===== src/pkt_pkg.sv =====
// Constants and carriers shared by the Format A packet handler
package pkt_pkg;
  // ----------------------------------------------------------------
  // Register map
  // ----------------------------------------------------------------
  localparam logic [7:0]  ADDR_CTRL_ONE = 8'h04;
  localparam logic [7:0]  ADDR_CTRL_TWO = 8'h05;
  localparam logic [7:0]  ADDR_STATUS   = 8'h06;
  localparam logic [7:0]  ADDR_MASK     = 8'h07;
  localparam logic [7:0]  ADDR_PRE_LEN  = 8'h08;
  localparam logic [7:0]  ADDR_SYNC_HI  = 8'h09;
  localparam logic [7:0]  ADDR_SYNC_LO  = 8'h0A;
  localparam logic [7:0]  ADDR_MODE     = 8'h0B;
  // ----------------------------------------------------------------
  // Reset values
  // ----------------------------------------------------------------
  localparam logic [7:0]  CTRL_ONE_RST  = 8'h00;
  localparam logic [7:0]  CTRL_TWO_RST  = 8'h00;
  localparam logic [7:0]  MASK_RST      = 8'h00;
  localparam logic [7:0]  PRE_LEN_RST   = 8'h04;
  localparam logic [15:0] SYNC_RST      = 16'h543D;
  localparam logic [7:0]  MODE_RST      = 8'h00;
  // ----------------------------------------------------------------
  // Field positions
  // ----------------------------------------------------------------
  localparam int FMT_LSB       = 0;
  localparam int G_EN_BIT      = 2;
  localparam int RXEXT_OFF_BIT = 3;
  localparam int DAT_ORD_BIT   = 4;
  localparam int LEN_ORD_BIT   = 5;
  localparam int EXT_MODE_LSB  = 6;
  localparam int DIO_BIT       = 0;
  localparam int ST_TX_DONE    = 0;
  localparam int ST_RX_DONE    = 1;
  localparam int ST_CRC_ERR    = 2;
  localparam int ST_EXT_SHORT  = 3;
  localparam int ST_EXT_LONG   = 4;
  // ----------------------------------------------------------------
  // Framing values
  // ----------------------------------------------------------------
  localparam logic [1:0]  FMT_A         = 2'h0;
  localparam logic [7:0]  CI_EXT_SHORT  = 8'h8C;
  localparam logic [7:0]  CI_EXT_LONG   = 8'h8D;
  localparam logic [7:0]  PREAMBLE_BYTE = 8'h55;
  localparam logic [4:0]  FIRST_BLK     = 5'h0A;
  localparam logic [4:0]  NEXT_BLK      = 5'h10;
  localparam logic [15:0] CRC_POLY      = 16'h3D65;
  localparam logic [15:0] CRC_INIT      = 16'h0000;
  localparam logic [3:0]  SYNC_LAST     = 4'hF;
  // ----------------------------------------------------------------
  // Carriers
  // ----------------------------------------------------------------
  typedef struct packed {
    logic       wr;
    logic       rd;
    logic [7:0] addr;
    logic [7:0] wdata;
  } reg_req_t;
  typedef struct packed {
    logic       valid;
    logic [7:0] data;
  } byte_t;
  typedef struct packed {
    logic valid;
    logic level;
  } bit_t;
endpackage


===== src/crc16_unit.sv =====
// Byte-wide CRC-16 accumulator with block restart
`timescale 1ns/1ns
module crc16_unit #(
  parameter logic [15:0] POLY = pkt_pkg::CRC_POLY
) (
  input  logic        i_ref_clk,
  input  logic        i_reset_n,
  input  logic        i_clear,
  input  logic        i_update,
  input  logic [7:0]  i_data,
  output logic [15:0] o_crc
);
  logic [15:0] crc_ff;
  logic [15:0] base;

  function automatic logic [15:0] step(input logic [15:0] c, input logic [7:0] d);
    logic [15:0] r;
    r = c;
    for (int k = 7; k >= 0; k--) begin
      r = (r[15] ^ d[k]) ? ((r << 1) ^ POLY) : (r << 1);
    end
    return r;
  endfunction

  // Clear and a first byte may share a cycle
  assign base  = i_clear ? pkt_pkg::CRC_INIT : crc_ff;
  assign o_crc = crc_ff;

  always_ff @(posedge i_ref_clk or negedge i_reset_n) begin
    if (!i_reset_n) begin
      crc_ff <= pkt_pkg::CRC_INIT;
    end else if (i_update) begin
      crc_ff <= step(base, i_data);
    end else if (i_clear) begin
      crc_ff <= pkt_pkg::CRC_INIT;
    end
  end
endmodule // crc16_unit


===== src/pkt_handler.sv =====
// Format A packet framer and parser with register port and interrupt
//
// Design decision made here: strobed register access.
`timescale 1ns/1ns
module pkt_handler (
  input  logic              i_ref_clk,
  input  logic              i_reset_n,
  input  pkt_pkg::reg_req_t i_reg,
  output logic [7:0]        o_reg_rdata,
  input  pkt_pkg::byte_t    i_tx,
  output logic              o_tx_ready,
  output pkt_pkg::byte_t    o_rx,
  output pkt_pkg::bit_t     o_air_tx,
  input  pkt_pkg::bit_t     i_air_rx,
  output logic              o_irq
);
  typedef enum logic [4:0] {
    TX_IDLE = 5'h01, TX_PRE = 5'h02, TX_SYNC = 5'h04, TX_DATA = 5'h08, TX_CRC = 5'h10
  } tx_state_t;
  typedef enum logic [2:0] {
    RX_HUNT = 3'h1, RX_DATA = 3'h2, RX_CRC = 3'h4
  } rx_state_t;

  // ----------------------------------------------------------------
  // Registers
  // ----------------------------------------------------------------
  logic [7:0]  ctrl_one_ff;
  logic [7:0]  ctrl_two_ff;
  logic [7:0]  status_ff;
  logic [7:0]  mask_ff;
  logic [7:0]  pre_len_ff;
  logic [15:0] sync_ff;
  logic [7:0]  mode_ff;
  logic [7:0]  ev;
  logic [7:0]  clr;
  logic [7:0]  rd_mux;
  logic        fmt_a;
  logic        g_en;
  logic        ext_off;
  logic        dat_lsb;
  logic        len_lsb;

  function automatic logic [7:0] order(input logic [7:0] b, input logic lsb_first);
    return lsb_first ? {b[0], b[1], b[2], b[3], b[4], b[5], b[6], b[7]} : b;
  endfunction

  assign fmt_a   = ctrl_one_ff[pkt_pkg::FMT_LSB +: 2] == pkt_pkg::FMT_A;
  assign g_en    = ctrl_one_ff[pkt_pkg::G_EN_BIT];
  assign ext_off = ctrl_one_ff[pkt_pkg::RXEXT_OFF_BIT];
  assign dat_lsb = ctrl_one_ff[pkt_pkg::DAT_ORD_BIT];
  assign len_lsb = ctrl_one_ff[pkt_pkg::LEN_ORD_BIT];

  always_ff @(posedge i_ref_clk or negedge i_reset_n) begin
    if (!i_reset_n) begin
      ctrl_one_ff <= pkt_pkg::CTRL_ONE_RST;
      ctrl_two_ff <= pkt_pkg::CTRL_TWO_RST;
      mask_ff     <= pkt_pkg::MASK_RST;
      pre_len_ff  <= pkt_pkg::PRE_LEN_RST;
      sync_ff     <= pkt_pkg::SYNC_RST;
      mode_ff     <= pkt_pkg::MODE_RST;
    end else if (i_reg.wr) begin
      case (i_reg.addr)
        pkt_pkg::ADDR_CTRL_ONE: ctrl_one_ff   <= i_reg.wdata;
        pkt_pkg::ADDR_CTRL_TWO: ctrl_two_ff   <= i_reg.wdata;
        pkt_pkg::ADDR_MASK:     mask_ff       <= i_reg.wdata;
        pkt_pkg::ADDR_PRE_LEN:  pre_len_ff    <= i_reg.wdata;
        pkt_pkg::ADDR_SYNC_HI:  sync_ff[15:8] <= i_reg.wdata;
        pkt_pkg::ADDR_SYNC_LO:  sync_ff[7:0]  <= i_reg.wdata;
        pkt_pkg::ADDR_MODE:     mode_ff       <= i_reg.wdata;
        default: ;
      endcase
    end
  end

  // Write one to clear; an event in the same cycle wins
  assign clr = (i_reg.wr && i_reg.addr == pkt_pkg::ADDR_STATUS) ? i_reg.wdata : 8'h00;

  always_ff @(posedge i_ref_clk or negedge i_reset_n) begin
    if (!i_reset_n) begin
      status_ff <= 8'h00;
    end else begin
      status_ff <= (status_ff & ~clr) | ev;
    end
  end

  assign o_irq = |(status_ff & mask_ff);

  always_comb begin
    case (i_reg.addr)
      pkt_pkg::ADDR_CTRL_ONE: rd_mux = ctrl_one_ff;
      pkt_pkg::ADDR_CTRL_TWO: rd_mux = ctrl_two_ff;
      pkt_pkg::ADDR_STATUS:   rd_mux = status_ff;
      pkt_pkg::ADDR_MASK:     rd_mux = mask_ff;
      pkt_pkg::ADDR_PRE_LEN:  rd_mux = pre_len_ff;
      pkt_pkg::ADDR_SYNC_HI:  rd_mux = sync_ff[15:8];
      pkt_pkg::ADDR_SYNC_LO:  rd_mux = sync_ff[7:0];
      pkt_pkg::ADDR_MODE:     rd_mux = mode_ff;
      default:                rd_mux = 8'h00;
    endcase
  end

  always_ff @(posedge i_ref_clk or negedge i_reset_n) begin
    if (!i_reset_n) begin
      o_reg_rdata <= 8'h00;
    end else begin
      o_reg_rdata <= i_reg.rd ? rd_mux : 8'h00;
    end
  end

  // ----------------------------------------------------------------
  // Transmitter
  // ----------------------------------------------------------------
  tx_state_t   tx_state_ff;
  logic [10:0] tx_cnt_ff;
  logic [7:0]  tx_shift_ff;
  logic [2:0]  tx_bit_ff;
  logic        tx_have_ff;
  logic        tx_first_ff;
  logic        tx_dio_ff;
  logic        tx_cidx_ff;
  logic [7:0]  tx_left_ff;
  logic [4:0]  tx_blk_ff;
  logic [15:0] tx_crc;
  logic        tx_acc;
  logic        tx_start;
  logic        tx_byte_end;
  logic        tx_blk_end;
  logic        tx_crc_clr;
  logic        tx_done;

  assign o_tx_ready  = (tx_state_ff == TX_DATA) && !tx_have_ff;
  assign tx_acc      = o_tx_ready && i_tx.valid;
  assign tx_start    = (tx_state_ff == TX_IDLE) && i_tx.valid && fmt_a;
  assign tx_byte_end = tx_have_ff && tx_bit_ff == 3'h7;
  assign tx_blk_end  = (tx_blk_ff == 5'h00) || (tx_left_ff == 8'h00);
  assign tx_crc_clr  = tx_start || (tx_state_ff == TX_CRC && tx_byte_end && tx_cidx_ff);
  assign tx_done     = tx_byte_end && tx_left_ff == 8'h00 &&
                       ((tx_state_ff == TX_CRC && tx_cidx_ff) ||
                        (tx_state_ff == TX_DATA && tx_dio_ff));

  crc16_unit u_tx_crc (
    .i_ref_clk (i_ref_clk),
    .i_reset_n (i_reset_n),
    .i_clear   (tx_crc_clr),
    .i_update  (tx_acc),
    .i_data    (i_tx.data),
    .o_crc     (tx_crc)
  );

  always_ff @(posedge i_ref_clk or negedge i_reset_n) begin
    if (!i_reset_n) begin
      tx_state_ff <= TX_IDLE;
      tx_cnt_ff   <= 11'h000;
      tx_shift_ff <= 8'h00;
      tx_bit_ff   <= 3'h0;
      tx_have_ff  <= 1'b0;
      tx_first_ff <= 1'b0;
      tx_dio_ff   <= 1'b0;
      tx_cidx_ff  <= 1'b0;
      tx_left_ff  <= 8'h00;
      tx_blk_ff   <= 5'h00;
    end else begin
      if (tx_have_ff) begin
        tx_bit_ff   <= tx_bit_ff + 3'h1;
        tx_shift_ff <= {tx_shift_ff[6:0], 1'b0};
      end
      unique case (tx_state_ff)
        TX_IDLE: if (tx_start) begin
          tx_dio_ff   <= mode_ff[pkt_pkg::DIO_BIT];
          tx_first_ff <= 1'b1;
          tx_have_ff  <= 1'b0;
          tx_bit_ff   <= 3'h0;
          if (pre_len_ff == 8'h00) begin
            tx_state_ff <= TX_SYNC;
            tx_cnt_ff   <= {7'h00, pkt_pkg::SYNC_LAST};
          end else begin
            tx_state_ff <= TX_PRE;
            tx_cnt_ff   <= {pre_len_ff, 3'h0} - 11'h001;
          end
        end
        TX_PRE: if (tx_cnt_ff == 11'h000) begin
          tx_state_ff <= TX_SYNC;
          tx_cnt_ff   <= {7'h00, pkt_pkg::SYNC_LAST};
        end else begin
          tx_cnt_ff <= tx_cnt_ff - 11'h001;
        end
        TX_SYNC: if (tx_cnt_ff == 11'h000) begin
          tx_state_ff <= TX_DATA;
        end else begin
          tx_cnt_ff <= tx_cnt_ff - 11'h001;
        end
        TX_DATA: begin
          if (tx_acc) begin
            tx_have_ff  <= 1'b1;
            tx_bit_ff   <= 3'h0;
            tx_first_ff <= 1'b0;
            tx_shift_ff <= order(i_tx.data, tx_first_ff ? len_lsb : dat_lsb);
            if (tx_first_ff) begin
              tx_left_ff <= i_tx.data;
              tx_blk_ff  <= pkt_pkg::FIRST_BLK - 5'h01;
            end else begin
              tx_left_ff <= tx_left_ff - 8'h01;
              tx_blk_ff  <= g_en ? tx_blk_ff : tx_blk_ff - 5'h01;
            end
          end else if (tx_byte_end) begin
            tx_have_ff <= 1'b0;
            if (tx_blk_end && !tx_first_ff) begin
              if (tx_dio_ff) begin
                tx_blk_ff <= pkt_pkg::NEXT_BLK;
                if (tx_left_ff == 8'h00) begin
                  tx_state_ff <= TX_IDLE;
                end
              end else begin
                tx_state_ff <= TX_CRC;
                tx_cidx_ff  <= 1'b0;
                tx_have_ff  <= 1'b1;
                tx_shift_ff <= order(~tx_crc[15:8], dat_lsb);
              end
            end
          end
        end
        TX_CRC: if (tx_byte_end) begin
          tx_cidx_ff <= ~tx_cidx_ff;
          if (!tx_cidx_ff) begin
            tx_shift_ff <= order(~tx_crc[7:0], dat_lsb);
          end else begin
            tx_have_ff  <= 1'b0;
            tx_blk_ff   <= pkt_pkg::NEXT_BLK;
            tx_state_ff <= (tx_left_ff == 8'h00) ? TX_IDLE : TX_DATA;
          end
        end
      endcase
    end
  end

  always_ff @(posedge i_ref_clk or negedge i_reset_n) begin
    if (!i_reset_n) begin
      o_air_tx <= '0;
    end else begin
      o_air_tx.valid <= (tx_state_ff == TX_PRE) || (tx_state_ff == TX_SYNC) ||
                        (tx_have_ff && (tx_state_ff == TX_DATA || tx_state_ff == TX_CRC));
      unique case (tx_state_ff)
        TX_PRE:  o_air_tx.level <= ~tx_cnt_ff[0];
        TX_SYNC: o_air_tx.level <= sync_ff[tx_cnt_ff[3:0]];
        default: o_air_tx.level <= tx_have_ff & tx_shift_ff[7];
      endcase
    end
  end

  // ----------------------------------------------------------------
  // Receiver
  // ----------------------------------------------------------------
  rx_state_t   rx_state_ff;
  logic [7:0]  rx_sr_ff;
  logic [2:0]  rx_bit_ff;
  logic        rx_first_ff;
  logic        rx_blk1_ff;
  logic        rx_ci_ff;
  logic        rx_cidx_ff;
  logic [7:0]  rx_hi_ff;
  logic [7:0]  rx_left_ff;
  logic [4:0]  rx_blk_ff;
  logic [15:0] rx_crc;
  logic        rx_hit;
  logic        rx_byte;
  logic        rx_dbyte;
  logic        rx_bad;
  logic        rx_done;
  logic        rx_restart;
  logic [7:0]  rx_raw;
  logic [7:0]  rx_val;
  logic [7:0]  nxt_rx_left;
  logic [4:0]  nxt_rx_blk;

  // hunt for preamble tail and sync word
  sync_hunter #(
    .W (24)
  ) u_hunt (
    .i_ref_clk (i_ref_clk),
    .i_reset_n (i_reset_n),
    .i_enable  (rx_state_ff == RX_HUNT && fmt_a),
    .i_bit     (i_air_rx),
    .i_pattern ({pkt_pkg::PREAMBLE_BYTE, sync_ff}),
    .o_hit     (rx_hit)
  );

  assign rx_raw   = {rx_sr_ff[6:0], i_air_rx.level};
  assign rx_byte  = i_air_rx.valid && rx_state_ff != RX_HUNT && rx_bit_ff == 3'h7;
  assign rx_dbyte = rx_byte && rx_state_ff == RX_DATA;
  assign rx_val   = order(rx_raw, (rx_state_ff == RX_DATA && rx_first_ff) ? len_lsb : dat_lsb);
  assign nxt_rx_left = rx_first_ff ? rx_val : rx_left_ff - 8'h01;
  assign nxt_rx_blk  = rx_first_ff ? pkt_pkg::FIRST_BLK - 5'h01 :
                       (g_en ? rx_blk_ff : rx_blk_ff - 5'h01);
  assign rx_bad     = rx_byte && rx_state_ff == RX_CRC && rx_cidx_ff &&
                      ({rx_hi_ff, rx_val} != ~rx_crc);
  assign rx_done    = rx_byte && rx_state_ff == RX_CRC && rx_cidx_ff && rx_left_ff == 8'h00;
  assign rx_restart = rx_byte && rx_state_ff == RX_CRC && rx_cidx_ff;

  crc16_unit u_rx_crc (
    .i_ref_clk (i_ref_clk),
    .i_reset_n (i_reset_n),
    .i_clear   (rx_hit || rx_restart),
    .i_update  (rx_dbyte),
    .i_data    (rx_val),
    .o_crc     (rx_crc)
  );

  always_ff @(posedge i_ref_clk or negedge i_reset_n) begin
    if (!i_reset_n) begin
      rx_state_ff <= RX_HUNT;
      rx_sr_ff    <= 8'h00;
      rx_bit_ff   <= 3'h0;
      rx_first_ff <= 1'b0;
      rx_blk1_ff  <= 1'b0;
      rx_ci_ff    <= 1'b0;
      rx_cidx_ff  <= 1'b0;
      rx_hi_ff    <= 8'h00;
      rx_left_ff  <= 8'h00;
      rx_blk_ff   <= 5'h00;
    end else begin
      if (i_air_rx.valid && rx_state_ff != RX_HUNT) begin
        rx_sr_ff  <= rx_raw;
        rx_bit_ff <= rx_bit_ff + 3'h1;
      end
      unique case (rx_state_ff)
        RX_HUNT: if (rx_hit) begin
          rx_state_ff <= RX_DATA;
          rx_bit_ff   <= 3'h0;
          rx_first_ff <= 1'b1;
          rx_blk1_ff  <= 1'b1;
          rx_ci_ff    <= 1'b0;
        end
        RX_DATA: if (rx_byte) begin
          rx_first_ff <= 1'b0;
          rx_ci_ff    <= 1'b0;
          rx_left_ff  <= nxt_rx_left;
          rx_blk_ff   <= nxt_rx_blk;
          // CRC bytes follow the counted data
          if (!rx_first_ff && (nxt_rx_blk == 5'h00 || nxt_rx_left == 8'h00)) begin
            rx_state_ff <= RX_CRC;
            rx_cidx_ff  <= 1'b0;
          end
        end
        RX_CRC: if (rx_byte) begin
          rx_cidx_ff <= ~rx_cidx_ff;
          rx_hi_ff   <= rx_val;
          if (rx_cidx_ff) begin
            rx_blk_ff   <= pkt_pkg::NEXT_BLK;
            rx_blk1_ff  <= 1'b0;
            rx_ci_ff    <= rx_blk1_ff;
            rx_state_ff <= (rx_left_ff == 8'h00) ? RX_HUNT : RX_DATA;
          end
        end
      endcase
    end
  end

  always_ff @(posedge i_ref_clk or negedge i_reset_n) begin
    if (!i_reset_n) begin
      o_rx <= '0;
    end else begin
      o_rx.valid <= rx_dbyte;
      if (rx_dbyte) begin
        o_rx.data <= rx_val;
      end
    end
  end

  always_comb begin
    ev = 8'h00;
    ev[pkt_pkg::ST_TX_DONE]   = tx_done;
    ev[pkt_pkg::ST_RX_DONE]   = rx_done;
    ev[pkt_pkg::ST_CRC_ERR]   = rx_bad;
    ev[pkt_pkg::ST_EXT_SHORT] = rx_dbyte && rx_ci_ff && !ext_off &&
                                rx_val == pkt_pkg::CI_EXT_SHORT;
    ev[pkt_pkg::ST_EXT_LONG]  = rx_dbyte && rx_ci_ff && !ext_off &&
                                rx_val == pkt_pkg::CI_EXT_LONG;
  end
endmodule // pkt_handler


===== src/sync_hunter.sv =====
// Sliding-window search for preamble tail plus sync word
`timescale 1ns/1ns
module sync_hunter #(
  parameter int W = 24
) (
  input  logic          i_ref_clk,
  input  logic          i_reset_n,
  input  logic          i_enable,
  input  pkt_pkg::bit_t i_bit,
  input  logic [W-1:0]  i_pattern,
  output logic          o_hit
);
  logic [W-1:0] window_ff;
  logic [W-1:0] nxt_window;

  assign nxt_window = {window_ff[W-2:0], i_bit.level};
  // Combinational so the bit after the sync word is not missed
  assign o_hit = i_enable && i_bit.valid && (nxt_window == i_pattern);

  always_ff @(posedge i_ref_clk or negedge i_reset_n) begin
    if (!i_reset_n) begin
      window_ff <= '0;
    end else if (!i_enable) begin
      window_ff <= '0;
    end else if (i_bit.valid) begin
      window_ff <= nxt_window;
    end
  end
endmodule // sync_hunter


===== config.mk =====
export PLATFORM = sky130hd
export DESIGN_NAME = pkt_handler
export DESIGN_NICKNAME = d
export VERILOG_FILES = /design/src/pkt_pkg.sv /design/src/crc16_unit.sv /design/src/pkt_handler.sv /design/src/sync_hunter.sv
export SDC_FILE = /design/constraint.sdc
export NUM_CORES = 1
export LEC_CHECK = 0
export ABC_AREA = 1
export BUFFER_PORTS_ARGS = -buffer_cell sky130_fd_sc_hd__buf_2
export CAP_MARGIN = 30
export CORE_MARGIN = 5
export CORE_UTILIZATION = 45
export DETAILED_ROUTE_END_ITERATION = 8
export SETUP_SLACK_MARGIN = 0.2
export SLEW_MARGIN = 10
export SYNTH_ARGS = -nofsm -noshare
export SYNTH_HDL_FRONTEND = slang
export SYNTH_SLANG_ARGS = --single-unit

===== constraint.sdc =====
create_clock -name i_ref_clk -period 4.7 [get_ports i_ref_clk]
set_input_delay 0.94 -clock i_ref_clk [delete_from_list [all_inputs] [get_ports i_ref_clk]]
set_output_delay 0.94 -clock i_ref_clk [all_outputs]
set_load 0.01 [all_outputs]

==> summary.txt <==
Run status
  • Outcome: finished clean

Layout
  • Layout Utilization: 50.3%
  • Share of cells above drive strength 1: 10.6%
  • Diodes inserted: 0
  • Area growth from synthesis to layout: 11.1%
  • Nets: between 1500 and 2000

STA
  • RSZ-0062 raised after global routing: false
  • Max_slew headroom: 41.5%
  • Final setup vio count: 0
  • Worst-case clock skew: 0.0189 ns
  • Part of the cycle the worst path needs: 74.9%
  • Final-report max-slew violation count: 0
  • TNS Setup: 0 ns
  • Worst hold-check slack: 0.460 ns
  • Least-Margin Pin Slew: 0.877 ns
  • Post-layout minimum cycle time: about 3.5 ns
  • Highest clock rate: between 200 and 300 MHz
  • Hold Fails Final Rpt: 0

Setup path
  • Reg-to-reg critical path startpoint: tx_cnt_ff[0]
  • CP Cell Sequence: inv_1, ha_1, inv_1, nor3_2, nand2_1, nor3_2, nand2_1, nor2_2, nand2_1, nand2_1, inv_1, nor3_2, nand2_2, nand2_1, nand2_1, nor3_4, nand3_1, o22ai_1
  • Reg2reg setup slack: roughly 1.2 ns
  • Setup crit start kind: flop
  • Buf/Inv on CP: 3
  • Crit path max-delay family: simple AND/OR/NAND/NOR gates
  • Arrival @ worst endpoint: 3.98 ns
  • Crit-path max cell delay: 0.48 ns
  • Setup CP Type: reg2reg
  • WP depth: 18
  • Cell count of the worst reg-to-reg path: 18
  • Critical path launch point: tx_cnt_ff[0]
  • Critical-path top delay cell: dfrtp_1
  • Critical Path Sink: tx_blk_ff[1]
  • CP required: 5.16 ns
  • CP max FO: 14
  • Worst Setup End Kind: flop
  • FF-to-FF End: tx_blk_ff[1]
  • Critical Path Most Common Cell: nand2_1

Floorplan
  • Die X: 182 um
  • FP Rows: 63
  • Initial Util: 45.3%
  • Die Area: 33100 sq um
  • Die Y: 182 um
  • CORE AREA: about 29000 sq um
  • Top Ports: 52

Drt
  • Avg WL per Cell: 16.7 um
  • Vias: 12100
  • Uppermost layer routed: met4
  • WL met2: approximately 17 mm
  • Vias per Instance: approximately 5.3
  • Initial drt markers: 804
  • Routed Antenna Nets: 0
  • WL met3: 1.70 mm
  • Wl on met1: 18.2 mm
  • DRC: 0
  • Pre-antenna DRT Iters: 5
  • Post-Route WL: approximately 38 mm

Clocking
  • CTS tree: built
  • Worst skew pair latency: around 0.53 ns
  • Clock Pin Slew Worst Setup and Hold Paths: ~0.06 ns
  • Hold-fix buffers, CTS: 0
  • # clock sinks: 220
  • Postcts setup bufs: 0
  • CTS Buffer Depth: 3
  • Gates resized, CTS repair: 0
  • H-tree Lvls: 1
  • Root buffer cell: clkbuf_16
  • CTS buffer count: 27

Pwr
  • Worst VDD drop: approximately 490 uV
  • Pwr dens: 637 nW/um^2
  • Leak pwr: 7.10 nW
  • Tot Pwr: 9.42 mW

Flow run
  • Max-Cap Viols: 0

Place
  • HPWL Detailed: 27.9 mm
  • Port Buffers: just over 50
  • RePlAce Congestion: about 0.91

Synth
  • Top FF cell, synth: dfrtp_1
  • Warning count from the yosys run: 0
  • Ys async rst share: 100%
  • Post-synthesis net count: ~1900
  • Syn_area_per_cell: between 7 and 8 sq um
  • Yosys cell types: 54
  • Synth Register Bits: 220
  • Syn Std Cell Area: 13300 sq um
  • Seq/Total Area, Yosys: 41.4%
  • Cells after synthesis: 1820
  • Post-synth EDFFs: 0

GRT
  • Gr ovfl total: 0
  • First-pass GRT wire length: 61.8 mm
  • Vias in the first global route: 11700
  • Initial antenna violation count: 0
  • Total track usage: 22.8%
  • Largest net degree at the start of global routing: between 100 and 150

Hold path
  • Worst min path class: in2async
## flip-flops by register name, indices dropped and copies added, names as in the netlist, 5 cells and up
name,flops
ctrl_one_ff,8
ctrl_two_ff,8
mask_ff,8
mode_ff,8
o_reg_rdata,8
o_rx,9
pre_len_ff,8
rx_blk_ff,5
rx_hi_ff,8
rx_left_ff,8
rx_sr_ff,7
status_ff,8
sync_ff,16
tx_blk_ff,5
tx_cnt_ff,11
tx_left_ff,8
tx_shift_ff,8
tx_state_ff,5
u_hunt.window_ff,23
u_rx_crc.o_crc,16
u_tx_crc.o_crc,16
## metrics by stage
stage / setup WS [ns] / instance area (sq um) / cells
final: 1.18 / 14800 / 2271
after global routing: 0.854 / 14800 / 2271
after CTS: 1.21 / 14800 / 2270
after detailed placement: 1.13 / 13900 / 2224
after global placement: 1.18 / 13900 / 2224
after floorplan: 1.82 / 13300 / 1820
## worst min path at each step
stage | cells after the start | slack [ns] | end
after floorplan | 2 | 0.45 | mask_ff[2]
after global placement | 2 | 0.47 | o_rx[5]
after detailed placement | 2 | 0.47 | mask_ff[2]
after CTS | 2 | 0.49 | o_rx[4]
after global routing | 2 | 0.51 | mode_ff[5]
final | 1 | 0.46 | tx_cnt_ff[9]
## cells in the final DEF, fill, tap and decap left out, types with 11 or more instances in the layout
cell and count:
nand2_1 547, o22ai_1 46, xnor2_1 30, dfrtp_1 209
nor2_1 96, clkbuf_16 27, dfstp_2 11, o21ai_0 222
nand2_2 32, o21ai_1 12, inv_1 227, nand4_1 17
nor4_1 15, a21oi_1 44, buf_2 50, inv_2 12
nand3_1 76, nor3_1 17, xor2_1 33
## cells by family (layout without fill, tap and decap cells)
group / Yosys count / in the layout / share of synthesized area, %
mux: 2 / 2 / 0.150
flops: 220 / 220 / 41.4
fa+ha+maj: 10 / 10 / 0.939
xor+xnor: 67 / 67 / 4.72
compound gates: 389 / 389 / 16.5
buf+inv: 288 / 349 / 8.45
simple gates: 844 / 844 / 27.8
## where the power goes
group | switching (mW) | internal (mW)
clock network | 0.824 | 1.20
registers | 0.395 | 2.32
logic | 3.06 | 1.63
## routing by layer
layer / up-vias / global-route usage, %
met5: - / 0
met4: 0 / 5.25
met3: 59 / 2.85
met2: 305 / 36.3
met1: 5720 / 33.5
li1: 6028 / -
## cell usage after synthesis (7+ instances only)
master	count	area [sq um]
xnor2_1	30	263
o21ai_0	222	1110
o22ai_1	46	288
a31oi_1	7	43.8
o221ai_1	7	61.3
a22o_1	10	87.6
nand4_1	17	106
nand2_1	547	2050
o21ai_1	12	60.1
clkbuf_1	36	135
xor2_1	33	289
nand2_2	32	200
inv_1	227	852
nor2_1	96	360
inv_2	12	45.0
o211ai_1	10	75.1
nor4_1	15	93.8
a21oi_1	44	220
nand3_1	76	380
dfrtp_1	209	5230
dfstp_2	11	289
nand2_4	8	90.1
nor3_1	17	85.1
ha_1	10	125
## layout make-up
| cell class | count | area [sq um] |
|---|---|---|
| clock buffer | 39 | 781 |
| timing repair buffer | 62 | 360 |
| multi-input combinational | 1312 | 6680 |
| sequential | 220 | 5520 |
| tap | 390 | 488 |
| inverter | 241 | 907 |
| clock inverter | 7 | 63.8 |
| fill | 2942 | 14600 |
No activity file was read; power rests on OpenSTA's default activity.
